<file path="src/hdl/ctsp_pkg.sv">
`default_nettype none
package ctsp_pkg;

   // ----------------------------------------------------------------
   // mode and clock-select encodings
   // ----------------------------------------------------------------
   localparam logic [1:0] MODE_STOP = 2'h0;
   localparam logic [1:0] MODE_TX   = 2'h1;
   localparam logic [1:0] MODE_RX   = 2'h2;
   localparam logic [1:0] MODE_TXRX = 2'h3;

   localparam logic [2:0] CKS_SLOW  = 3'h6;
   localparam logic [2:0] CKS_EXT   = 3'h7;

   // ----------------------------------------------------------------
   // reset values
   // ----------------------------------------------------------------
   localparam logic [7:0] TXBUF_RESET  = 8'hff;
   localparam logic       GATE_RESET   = 1'b0;
   localparam logic [7:0] CTRL_RESET   = 8'h00;
   localparam logic [7:0] STATUS_RESET = 8'h00;

   // ----------------------------------------------------------------
   // serial clock half periods, in gear cycles minus one
   // ----------------------------------------------------------------
   // codes 000..110 divide by 512,64,32,16,8,4,2; entry 7 is unused
   localparam logic [7:0] HALF_M1 [0:7] = '{8'h00ff, 8'h001f, 8'h000f, 8'h0007,
                                           8'h0003, 8'h0001, 8'h0000, 8'h0000};
   // slow mode: low-frequency clock divided by 8, half period 4 ticks
   localparam logic [7:0] SLOW_HALF_M1 = 8'h0003;
   localparam logic [2:0] LAST_BIT     = 3'h7;

   // ----------------------------------------------------------------
   // register layouts
   // ----------------------------------------------------------------
   typedef struct packed {
      logic       edgeSel;
      logic [2:0] clkSel;
      logic       bitOrder;
      logic       start;
      logic [1:0] mode;
   } ctsp_ctrl_t;

   typedef struct packed {
      logic       transferActive;
      logic       shiftActive;
      logic       rxOverrun;
      logic       rxDone;
      logic       txUnderrun;
      logic       bufferFull;
      logic [1:0] unused;
   } ctsp_status_t;

   typedef enum logic [1:0] {
      ST_IDLE,
      ST_SHIFT,
      ST_WAIT
   } ctsp_state_t;

endpackage
`default_nettype wire

</file>
<file path="src/hdl/ctsp_transmit_port.sv">
`default_nettype none
module ctsp_transmit_port #(
   parameter int unsigned FIFO_DEPTH = 2,
   parameter int unsigned DATA_W     = 8
) (
   input  wire logic               clk,
   input  wire logic               reset,
   input  wire logic               gateWrite,
   input  wire logic               gateData,
   output var  logic               portClockEnable,
   input  wire logic               ctrlWrite,
   input  wire ctsp_pkg::ctsp_ctrl_t ctrlData,
   output var  ctsp_pkg::ctsp_ctrl_t ctrlReg,
   input  wire logic               dataValid,
   input  wire logic [DATA_W-1:0]  dataIn,
   output var  logic               dataReady,
   input  wire logic               slowMode,
   input  wire logic               lowFreqTick,
   input  wire logic               serialClockIn,
   output var  logic               serialClockOut,
   output var  logic               serialClockOe,
   output var  logic               serialOutputPin,
   output var  ctsp_pkg::ctsp_status_t statusReg,
   output var  logic               serialPortIrq
);

   localparam int unsigned PTR_W = (FIFO_DEPTH > 1) ? $clog2(FIFO_DEPTH) : 1;
   localparam int unsigned CNT_W = $clog2(FIFO_DEPTH + 1);

   ctsp_pkg::ctsp_state_t state_r;
   logic [DATA_W-1:0]     txBuf_r;
   logic [DATA_W-1:0]     shift_r;
   logic [2:0]            bitCnt_r;
   logic                  lastBit_r;
   logic                  stopPending_r;
   logic                  irqHeld_r;
   logic [7:0]            divCnt_r;
   logic                  sync1_r;
   logic                  sync2_r;
   logic                  sync3_r;
   logic                  extLevel_r;
   logic                  extPrev_r;
   logic [DATA_W-1:0]     fifoMem_r [0:FIFO_DEPTH-1];
   logic [PTR_W-1:0]      wrPtr_r;
   logic [PTR_W-1:0]      rdPtr_r;
   logic [CNT_W-1:0]      fifoCnt_r;
   logic [CNT_W-1:0]      fifoCnt_nxt;

   // ----------------------------------------------------------------
   // write-side buffer
   // ----------------------------------------------------------------
   // drains only while the port is clocked, so a gated port back-pressures the writer
   wire en        = portClockEnable;
   wire push      = dataValid & dataReady;
   wire pop       = (fifoCnt_r != '0) & en;
   wire [DATA_W-1:0] popData = fifoMem_r[rdPtr_r];
   assign fifoCnt_nxt = fifoCnt_r + CNT_W'(push) - CNT_W'(pop);

   always_ff @(posedge clk) begin
      if (reset) begin
         wrPtr_r   <= '0;
         rdPtr_r   <= '0;
         fifoCnt_r <= '0;
         dataReady <= 1'b0;
      end else begin
         fifoCnt_r <= fifoCnt_nxt;
         dataReady <= (fifoCnt_nxt != CNT_W'(FIFO_DEPTH));
         if (push) begin
            wrPtr_r <= (wrPtr_r == PTR_W'(FIFO_DEPTH - 1)) ? '0 : wrPtr_r + 1'b1;
         end
         if (pop) begin
            rdPtr_r <= (rdPtr_r == PTR_W'(FIFO_DEPTH - 1)) ? '0 : rdPtr_r + 1'b1;
         end
      end
   end

   always_ff @(posedge clk) begin
      if (push) begin
         fifoMem_r[wrPtr_r] <= dataIn;
      end
   end

   // ----------------------------------------------------------------
   // external clock synchroniser
   // ----------------------------------------------------------------
   always_ff @(posedge clk) begin
      if (reset) begin
         sync1_r    <= 1'b1;
         sync2_r    <= 1'b1;
         sync3_r    <= 1'b1;
         extLevel_r <= 1'b1;
         extPrev_r  <= 1'b1;
      end else begin
         sync1_r   <= serialClockIn;
         sync2_r   <= sync1_r;
         sync3_r   <= sync2_r;
         extPrev_r <= extLevel_r;
         if (sync2_r == sync3_r) begin
            extLevel_r <= sync3_r;
         end
      end
   end

   // ----------------------------------------------------------------
   // decode
   // ----------------------------------------------------------------
   wire active      = statusReg.transferActive;
   wire internalClk = ctrlReg.clkSel != ctsp_pkg::CKS_EXT;
   wire idleLevel   = ~ctrlReg.edgeSel;
   wire cksValid    = ~slowMode | (ctrlReg.clkSel == ctsp_pkg::CKS_SLOW);
   wire [7:0] limit = slowMode ? ctsp_pkg::SLOW_HALF_M1 : ctsp_pkg::HALF_M1[ctrlReg.clkSel];
   wire running     = en & (state_r == ctsp_pkg::ST_SHIFT) & internalClk & cksValid;
   wire divStep     = slowMode ? lowFreqTick : 1'b1;
   wire tickInt     = running & divStep & (divCnt_r == limit);
   wire intTx       = tickInt & (serialClockOut == idleLevel);
   wire intSample   = tickInt & (serialClockOut != idleLevel);
   wire extRise     = extLevel_r & ~extPrev_r;
   wire extFall     = ~extLevel_r & extPrev_r;
   wire extGo       = en & ~internalClk & (state_r == ctsp_pkg::ST_SHIFT);
   wire extTx       = extGo & (ctrlReg.edgeSel ? extRise : extFall);
   wire extSample   = extGo & (ctrlReg.edgeSel ? extFall : extRise);
   wire txEdge      = intTx | extTx;
   wire sampleEdge  = intSample | extSample;

   wire cfgAccept   = ctrlWrite & en & ~active;
   wire forceStop   = ctrlWrite & en & (ctrlData.mode == ctsp_pkg::MODE_STOP);
   wire startReq    = cfgAccept & ctrlData.start & (ctrlData.mode == ctsp_pkg::MODE_TX);
   wire stopReq     = ctrlWrite & en & active & ~ctrlData.start & ~forceStop;
   wire stopNow     = stopReq & (state_r == ctsp_pkg::ST_WAIT);
   wire byteDone    = sampleEdge & lastBit_r & ~forceStop;
   wire reloadBuf   = byteDone & statusReg.bufferFull;
   wire finishStop  = byteDone & ~statusReg.bufferFull & stopPending_r;
   wire goWait      = byteDone & ~statusReg.bufferFull & ~stopPending_r;
   // a byte arriving with the shifter empty bypasses the buffer
   wire emptyLoad   = pop & ~forceStop & ~stopNow & ((state_r == ctsp_pkg::ST_WAIT) | goWait);
   wire fullWrite   = pop & ~forceStop & (state_r == ctsp_pkg::ST_SHIFT) & ~goWait;
   wire idleWrite   = pop & ((state_r == ctsp_pkg::ST_IDLE) | stopNow);
   wire txBit       = ctrlReg.bitOrder ? shift_r[DATA_W-1] : shift_r[0];
   wire [DATA_W-1:0] shiftNext = ctrlReg.bitOrder ? {shift_r[DATA_W-2:0], 1'b0} : {1'b0, shift_r[DATA_W-1:1]};
   wire irqEvent    = startReq | emptyLoad | reloadBuf | stopNow | finishStop;

   ctsp_pkg::ctsp_ctrl_t ctrlNext;
   always_comb begin
      ctrlNext = ctrlReg;
      if (forceStop) begin
         ctrlNext.mode  = ctsp_pkg::MODE_STOP;
         ctrlNext.start = 1'b0;
         if (!active) begin
            ctrlNext.edgeSel  = ctrlData.edgeSel;
            ctrlNext.clkSel   = ctrlData.clkSel;
            ctrlNext.bitOrder = ctrlData.bitOrder;
         end
      end else if (cfgAccept) begin
         ctrlNext       = ctrlData;
         ctrlNext.start = startReq;
      end else if (stopNow | finishStop) begin
         ctrlNext.start = 1'b0;
      end
   end

   // ----------------------------------------------------------------
   // clock gate and control register
   // ----------------------------------------------------------------
   always_ff @(posedge clk) begin
      if (reset) begin
         portClockEnable <= ctsp_pkg::GATE_RESET;
         ctrlReg         <= ctsp_pkg::CTRL_RESET;
         serialClockOe   <= 1'b1;
         serialPortIrq   <= 1'b0;
         irqHeld_r       <= 1'b0;
      end else begin
         if (gateWrite) begin
            portClockEnable <= gateData;
         end
         ctrlReg       <= ctrlNext;
         serialClockOe <= ctrlNext.clkSel != ctsp_pkg::CKS_EXT;
         // an event right behind another is held one cycle so the pulses stay apart
         serialPortIrq <= (irqEvent | irqHeld_r) & ~serialPortIrq;
         irqHeld_r     <= (irqEvent | irqHeld_r) & serialPortIrq;
      end
   end

   // ----------------------------------------------------------------
   // internal divider
   // ----------------------------------------------------------------
   always_ff @(posedge clk) begin
      if (reset || !running) begin
         divCnt_r <= '0;
      end else if (divStep) begin
         divCnt_r <= tickInt ? 8'h0000 : divCnt_r + 8'h0001;
      end
   end

   // ----------------------------------------------------------------
   // transmit sequencer
   // ----------------------------------------------------------------
   // the sequencer holds while the gate is low but the divider clears; ungating mid-byte resumes the byte at the bit where it stopped
   always_ff @(posedge clk) begin
      if (reset) begin
         state_r         <= ctsp_pkg::ST_IDLE;
         statusReg       <= ctsp_pkg::STATUS_RESET;
         txBuf_r         <= ctsp_pkg::TXBUF_RESET;
         shift_r         <= ctsp_pkg::TXBUF_RESET;
         bitCnt_r        <= '0;
         lastBit_r       <= 1'b0;
         stopPending_r   <= 1'b0;
         serialOutputPin <= 1'b1;
         serialClockOut  <= 1'b1;
      end else if (en) begin
         if (forceStop) begin
            state_r         <= ctsp_pkg::ST_IDLE;
            statusReg       <= ctsp_pkg::STATUS_RESET;
            lastBit_r       <= 1'b0;
            bitCnt_r        <= '0;
            stopPending_r   <= 1'b0;
            serialOutputPin <= 1'b1;
            serialClockOut  <= ~ctrlNext.edgeSel;
         end else begin
            if (cfgAccept) begin
               serialClockOut <= ~ctrlData.edgeSel;
            end
            if (startReq) begin
               state_r                  <= ctsp_pkg::ST_SHIFT;
               shift_r                  <= txBuf_r;
               statusReg.transferActive <= 1'b1;
               statusReg.shiftActive    <= 1'b1;
               bitCnt_r                 <= '0;
            end
            if (stopReq & ~stopNow) begin
               stopPending_r <= 1'b1;
            end
            if (intTx) begin
               serialClockOut <= ~idleLevel;
            end
            if (intSample) begin
               serialClockOut <= idleLevel;
            end
            if (txEdge) begin
               serialOutputPin <= txBit;
               shift_r         <= shiftNext;
               bitCnt_r        <= bitCnt_r + 3'h1;
               if (bitCnt_r == ctsp_pkg::LAST_BIT) begin
                  lastBit_r             <= 1'b1;
                  statusReg.shiftActive <= 1'b0;
               end
            end
            if (byteDone) begin
               lastBit_r <= 1'b0;
               bitCnt_r  <= '0;
            end
            if (reloadBuf) begin
               shift_r                <= txBuf_r;
               statusReg.bufferFull   <= 1'b0;
               statusReg.shiftActive  <= 1'b1;
            end
            if (goWait) begin
               state_r <= ctsp_pkg::ST_WAIT;
               if (internalClk) begin
                  serialOutputPin <= 1'b1;
               end
            end
            if (finishStop | stopNow) begin
               state_r         <= ctsp_pkg::ST_IDLE;
               statusReg       <= ctsp_pkg::STATUS_RESET;
               stopPending_r   <= 1'b0;
               if (internalClk) begin
                  serialOutputPin <= 1'b1;
               end
            end
            if (idleWrite | fullWrite) begin
               txBuf_r <= popData;
            end
            if (fullWrite) begin
               statusReg.bufferFull <= 1'b1;
            end
            if (emptyLoad) begin
               state_r               <= ctsp_pkg::ST_SHIFT;
               shift_r               <= popData;
               statusReg.shiftActive <= 1'b1;
            end
         end
      end
   end

   // ----------------------------------------------------------------
   // checks
   // ----------------------------------------------------------------
   a_gate_reset: assert property (@(posedge clk) reset |=> !portClockEnable)
      else $error("clock enable not low after reset");

   a_gate_freeze: assert property (@(posedge clk) disable iff (reset)
      !portClockEnable |=> $stable(statusReg) && $stable(serialOutputPin))
      else $error("port state moved while gated");

   a_start_flags: assert property (@(posedge clk) disable iff (reset)
      startReq |=> statusReg.transferActive && statusReg.shiftActive && (serialPortIrq || irqHeld_r))
      else $error("start did not set flags and interrupt");

   a_irq_pulse: assert property (@(posedge clk) disable iff (reset)
      serialPortIrq |=> !serialPortIrq)
      else $error("interrupt not a single pulse");

   a_cfg_locked: assert property (@(posedge clk) disable iff (reset)
      ctrlWrite && statusReg.transferActive && ctrlData.mode != ctsp_pkg::MODE_STOP
      |=> ctrlReg.clkSel == $past(ctrlReg.clkSel) && ctrlReg.edgeSel == $past(ctrlReg.edgeSel)
          && ctrlReg.bitOrder == $past(ctrlReg.bitOrder) && ctrlReg.mode == $past(ctrlReg.mode))
      else $error("config changed during transfer");

   a_force_stop: assert property (@(posedge clk) disable iff (reset)
      forceStop |=> statusReg == ctsp_pkg::STATUS_RESET && serialOutputPin && !ctrlReg.start)
      else $error("forced stop left status set");

   a_bit_order: assert property (@(posedge clk) disable iff (reset)
      txEdge && !forceStop |=> serialOutputPin == (ctrlReg.bitOrder ? $past(shift_r[DATA_W-1]) : $past(shift_r[0])))
      else $error("wrong bit driven");

   a_sef_clear: assert property (@(posedge clk) disable iff (reset)
      txEdge && bitCnt_r == ctsp_pkg::LAST_BIT && !forceStop && !emptyLoad |=> !statusReg.shiftActive)
      else $error("shift flag not cleared at eighth bit");

   a_buffer_full: assert property (@(posedge clk) disable iff (reset)
      fullWrite |=> statusReg.bufferFull && txBuf_r == $past(popData))
      else $error("buffer write while shifting not flagged");

   a_empty_load: assert property (@(posedge clk) disable iff (reset)
      emptyLoad |=> !statusReg.bufferFull && shift_r == $past(popData) && (serialPortIrq || irqHeld_r))
      else $error("direct load failed");

   a_wait_idle: assert property (@(posedge clk) disable iff (reset)
      state_r == ctsp_pkg::ST_WAIT && internalClk
      |-> serialOutputPin && serialClockOut == idleLevel && !statusReg.shiftActive)
      else $error("automatic wait not idle");

   a_edge_sel: assert property (@(posedge clk) disable iff (reset)
      intTx && !forceStop |=> serialClockOut == ctrlReg.edgeSel)
      else $error("transmit edge has wrong direction");

   a_ext_release: assert property (@(posedge clk) disable iff (reset)
      ctrlReg.clkSel == ctsp_pkg::CKS_EXT |-> !serialClockOe)
      else $error("driving clock pin in external mode");

endmodule
`default_nettype wire

</file>
<file path="config.mk">
export PLATFORM = sky130hd
export DESIGN_NAME = ctsp_transmit_port
export DESIGN_NICKNAME = d
export VERILOG_FILES = /design/src/hdl/ctsp_pkg.sv /design/src/hdl/ctsp_transmit_port.sv
export SDC_FILE = /design/constraint.sdc
export NUM_CORES = 1
export LEC_CHECK = 0
export BUFFER_PORTS_ARGS = -buffer_cell sky130_fd_sc_hd__buf_2
export CAP_MARGIN = 0
export CORE_AREA = 2 2 118 120
export DETAILED_ROUTE_END_ITERATION = 6
export DIE_AREA = 0 0 120 122
export SETUP_SLACK_MARGIN = 0.1
export SLEW_MARGIN = 20
export SYNTH_ARGS = -nofsm -noshare
export SYNTH_HDL_FRONTEND = slang
export SYNTH_SLANG_ARGS = --single-unit
export TNS_END_PERCENT = 100
</file>
<file path="constraint.sdc">
create_clock -name clk -period 3.1 [get_ports clk]
set_clock_uncertainty 0.15 [all_clocks]
set_input_delay 0.465 -clock clk [delete_from_list [all_inputs] [get_ports clk]]
set_output_delay 0.465 -clock clk [all_outputs]
set_load 0.005 [all_outputs]
</file>
==> impl_metrics.csv <==
group,metric,value,unit
synthesis,yosys_register_bits,75,
run_status,status,"finished, final reports clean",
timing,setup_viol,0,
route,drt_iter0_markers,180,
clock_network,cts_buffers,9,
timing,finalHoldViolCount,0,
critical_path,crit_fanout,6,
clock_network,ctsRootBufferMaster,"clkbuf_16",
clock_network,cts_tree,"built",
timing,worst_slew_pin_slew,758,ps
synthesis,yosysTopAreaCell,"dfxtp_1",
synthesis,synth_area,3670,um^2
clock_network,cts.path.max_buffers,2,
global_route,grt_max_degree,43,
layout,diodes,0,
layout,layout_commonest_cell,"dfxtp_1",
critical_path,crit_path_end_kind,"flop",
die,die_height,122,um
die,start_util,27.2,%
synthesis,synth-simple-area-share,19.7,%
route,detail_route.wl_per_cell,13.0,um
synthesis,synth.top_cell.area_share,32.2,%
clock_network,clock-sinks,75,
min_path,min_path_type,"input port to flop",
die,dieArea,14600,um^2
placed_design,port_buffers,41,
die,core_area,13500,um^2
timing,finalSetupTns,0,ps
clock_network,clock_latency,340,ps
flow_run,cap_violations,0,
power,p_leak,1.59,nW
critical_path,crit_type,"flop to flop",
timing,maxSlewViolCount,0,
layout,fin_util,32.7,%
critical_path,cp.required,3180,ps
synthesis,ys_seq_area_share,45.2,%
timing,finalCritPeriodShare,90.3,%
layout,final_cell_mix,"58 x dfxtp_1, 57 x nor2_1, 41 x buf_2",
die,num_rows,43,
clock_network,ctsHoldBuffers,0,
global_route,grt_pass1_wl,13.1,mm
synthesis,syn_inst,388,
route,viasPerCell,4.64,
route,wl_met2,3.40,mm
clock_network,h-tree-depth,3,
global_route,grt_pass1_vias,2651,
synthesis,synthArstFlopShare,0,%
synthesis,synth_edf_count,16,
synthesis,synthTopCellsByArea,"dfxtp_1 32%, edfxtp_1 13%, nor2_1 5.8%",
synthesis,synth_ff_type,"dfxtp_1",
route,routed_wl,8.07,mm
timing,rsz0062_at_grt,"false",
layout,syn_to_final_growth,20.2,%
critical_path,cp.arrival,2880,ps
power,irDropWorstVdd,0.000318,V
global_route,overflow,0,
synthesis,synth-adder-area-share,1.70,%
layout,fin_nets,464,
die,io_pins,47,
synthesis,synth_top_family_by_area,"simple AND/OR/NAND/NOR gates",
layout,drive_gt1_share,23.9,%
placed_design,hpwl,5.84,mm
synthesis,yosys_warnings,0,
route,wl_met3,447,um
synthesis,synth-compound-area-share,17.4,%
route,vias,2875,
synthesis,syn_avg_cell_area,9.46,um^2
timing,fmax,0.357,GHz
power,powerDensity,521,nW/um^2
critical_path,cp-start-kind,"flop",
global_route,grt_util_all_layers,11.2,%
route,postRouteAntennaNets,0,
route,top_layer,"met4",
clock_network,cts.clk_slew.worst_paths,60,ps
placed_design,gp_congestion,0.892,
timing,slew_headroom,49.5,%
timing,min_period,2800,ps
synthesis,ys_types,60,
synthesis,synth-xor-area-share,2.86,%
route,drt-met1-wl,4.07,mm
route,drc_errors,0,
power,finalPower,2.30,mW
synthesis,synth.area.mux_share,8.25,%
route,dr.pass1.iters,5,
global_route,antenna_found_initial,0,
die,fp.dieW,120,um
per-stage QoR:
| stage | hold slack [ps] | instance area [um^2] | worst slack (ps) | instances |
|---|---|---|---|---|
| floorplan | 239 | 3690 | 539 | 392 |
| global placement | 244 | 4050 | 195 | 601 |
| detailed placement | 249 | 4050 | 144 | 601 |
| CTS | 152 | 4370 | 200 | 617 |
| global route | 147 | 4410 | 135 | 619 |
| finish | 160 | 4410 | 302 | 619 |
repair_timing:
action / in CTS / in global routing
gates resized for setup: 0 / 4
setup endpoints to repair: 0 / 14
setup buffers: 0 / 1
worst max-delay path: stages (launching register included):
cell and delay [ps]:
dfxtp_1 370, nand2_1 180, nor3b_1 280, o211ai_2 160
a22oi_4 320, nand3b_2 190, a31oi_4 370, buf_4 170
mux2_1 300, mux2i_1 130, o21ai_1 70
state kept, by name, indices dropped and copies added (netlist names), 2 cells and up, named ones only:
signal	count
bitCnt_r	3
statusReg	2
shift_r	8
fifoMem_r	16
txBuf_r	8
ctrlReg	8
state_r	2
fifoCnt_r	2
divCnt_r	8
kinds of logic after synthesis:
family          Yosys count
compound gates           85
xor+xnor                 12
fa+ha+maj                 5
buf+inv                  30
flops                    75
mux                      28
other cells               1
simple gates            152
power by group:
| part | leakage (nW) | switching [mW] | internal (mW) |
|---|---|---|---|
| logic | 0.805 | 0.0878 | 0.0657 |
| clock network | 0.156 | 0.447 | 0.647 |
| registers | 0.626 | 0.0215 | 1.03 |
| total | 1.59 | 0.556 | 1.74 |
synth_stat cells (all sizes together) (4+ instances only):
master / number
xor2: 8
nor3: 7
o21ai: 13
a211o: 8
nor2: 58
buf: 17
and3: 4
nand2b: 5
xnor2: 4
dfxtp: 59
clkbuf: 6
nor3b: 5
edfxtp: 16
nor2b: 9
ha: 5
or2: 8
a21oi: 33
nand3: 6
nand2: 38
inv: 7
a31oi: 6
nor4: 4
mux2i: 10
mux2: 18
metal layers:
layer,vias to the layer above,GRT usage (%)
li1,1466,-
met5,-,0
met3,12,3.28
met2,84,16.5
met1,1313,15.7
met4,0,3.75
final cells by class:
class | count | area [um^2]
fill | 1370 | 9090
multi-input combinational | 288 | 1890
sequential | 75 | 1660
timing repair buffer | 53 | 295
clock buffer | 9 | 225
tap | 180 | 225
clock inverter | 7 | 90.1
inverter | 7 | 26.3
path summary, 6_finish.rpt:
check / startpoint / end / slack [ps] / cells after the start
worst max-delay path: ctrlReg[4] / shift_r[6] / 300 / 10
worst min-delay path: dataIn[0] / fifoMem_r[0][0] / 160 / 1
worst max register to register: ctrlReg[4] / shift_r[6] / 300 / 10
worst min register to register: sync1_r / sync2_r / 260 / 1
Power figures use the tool's default switching activity.
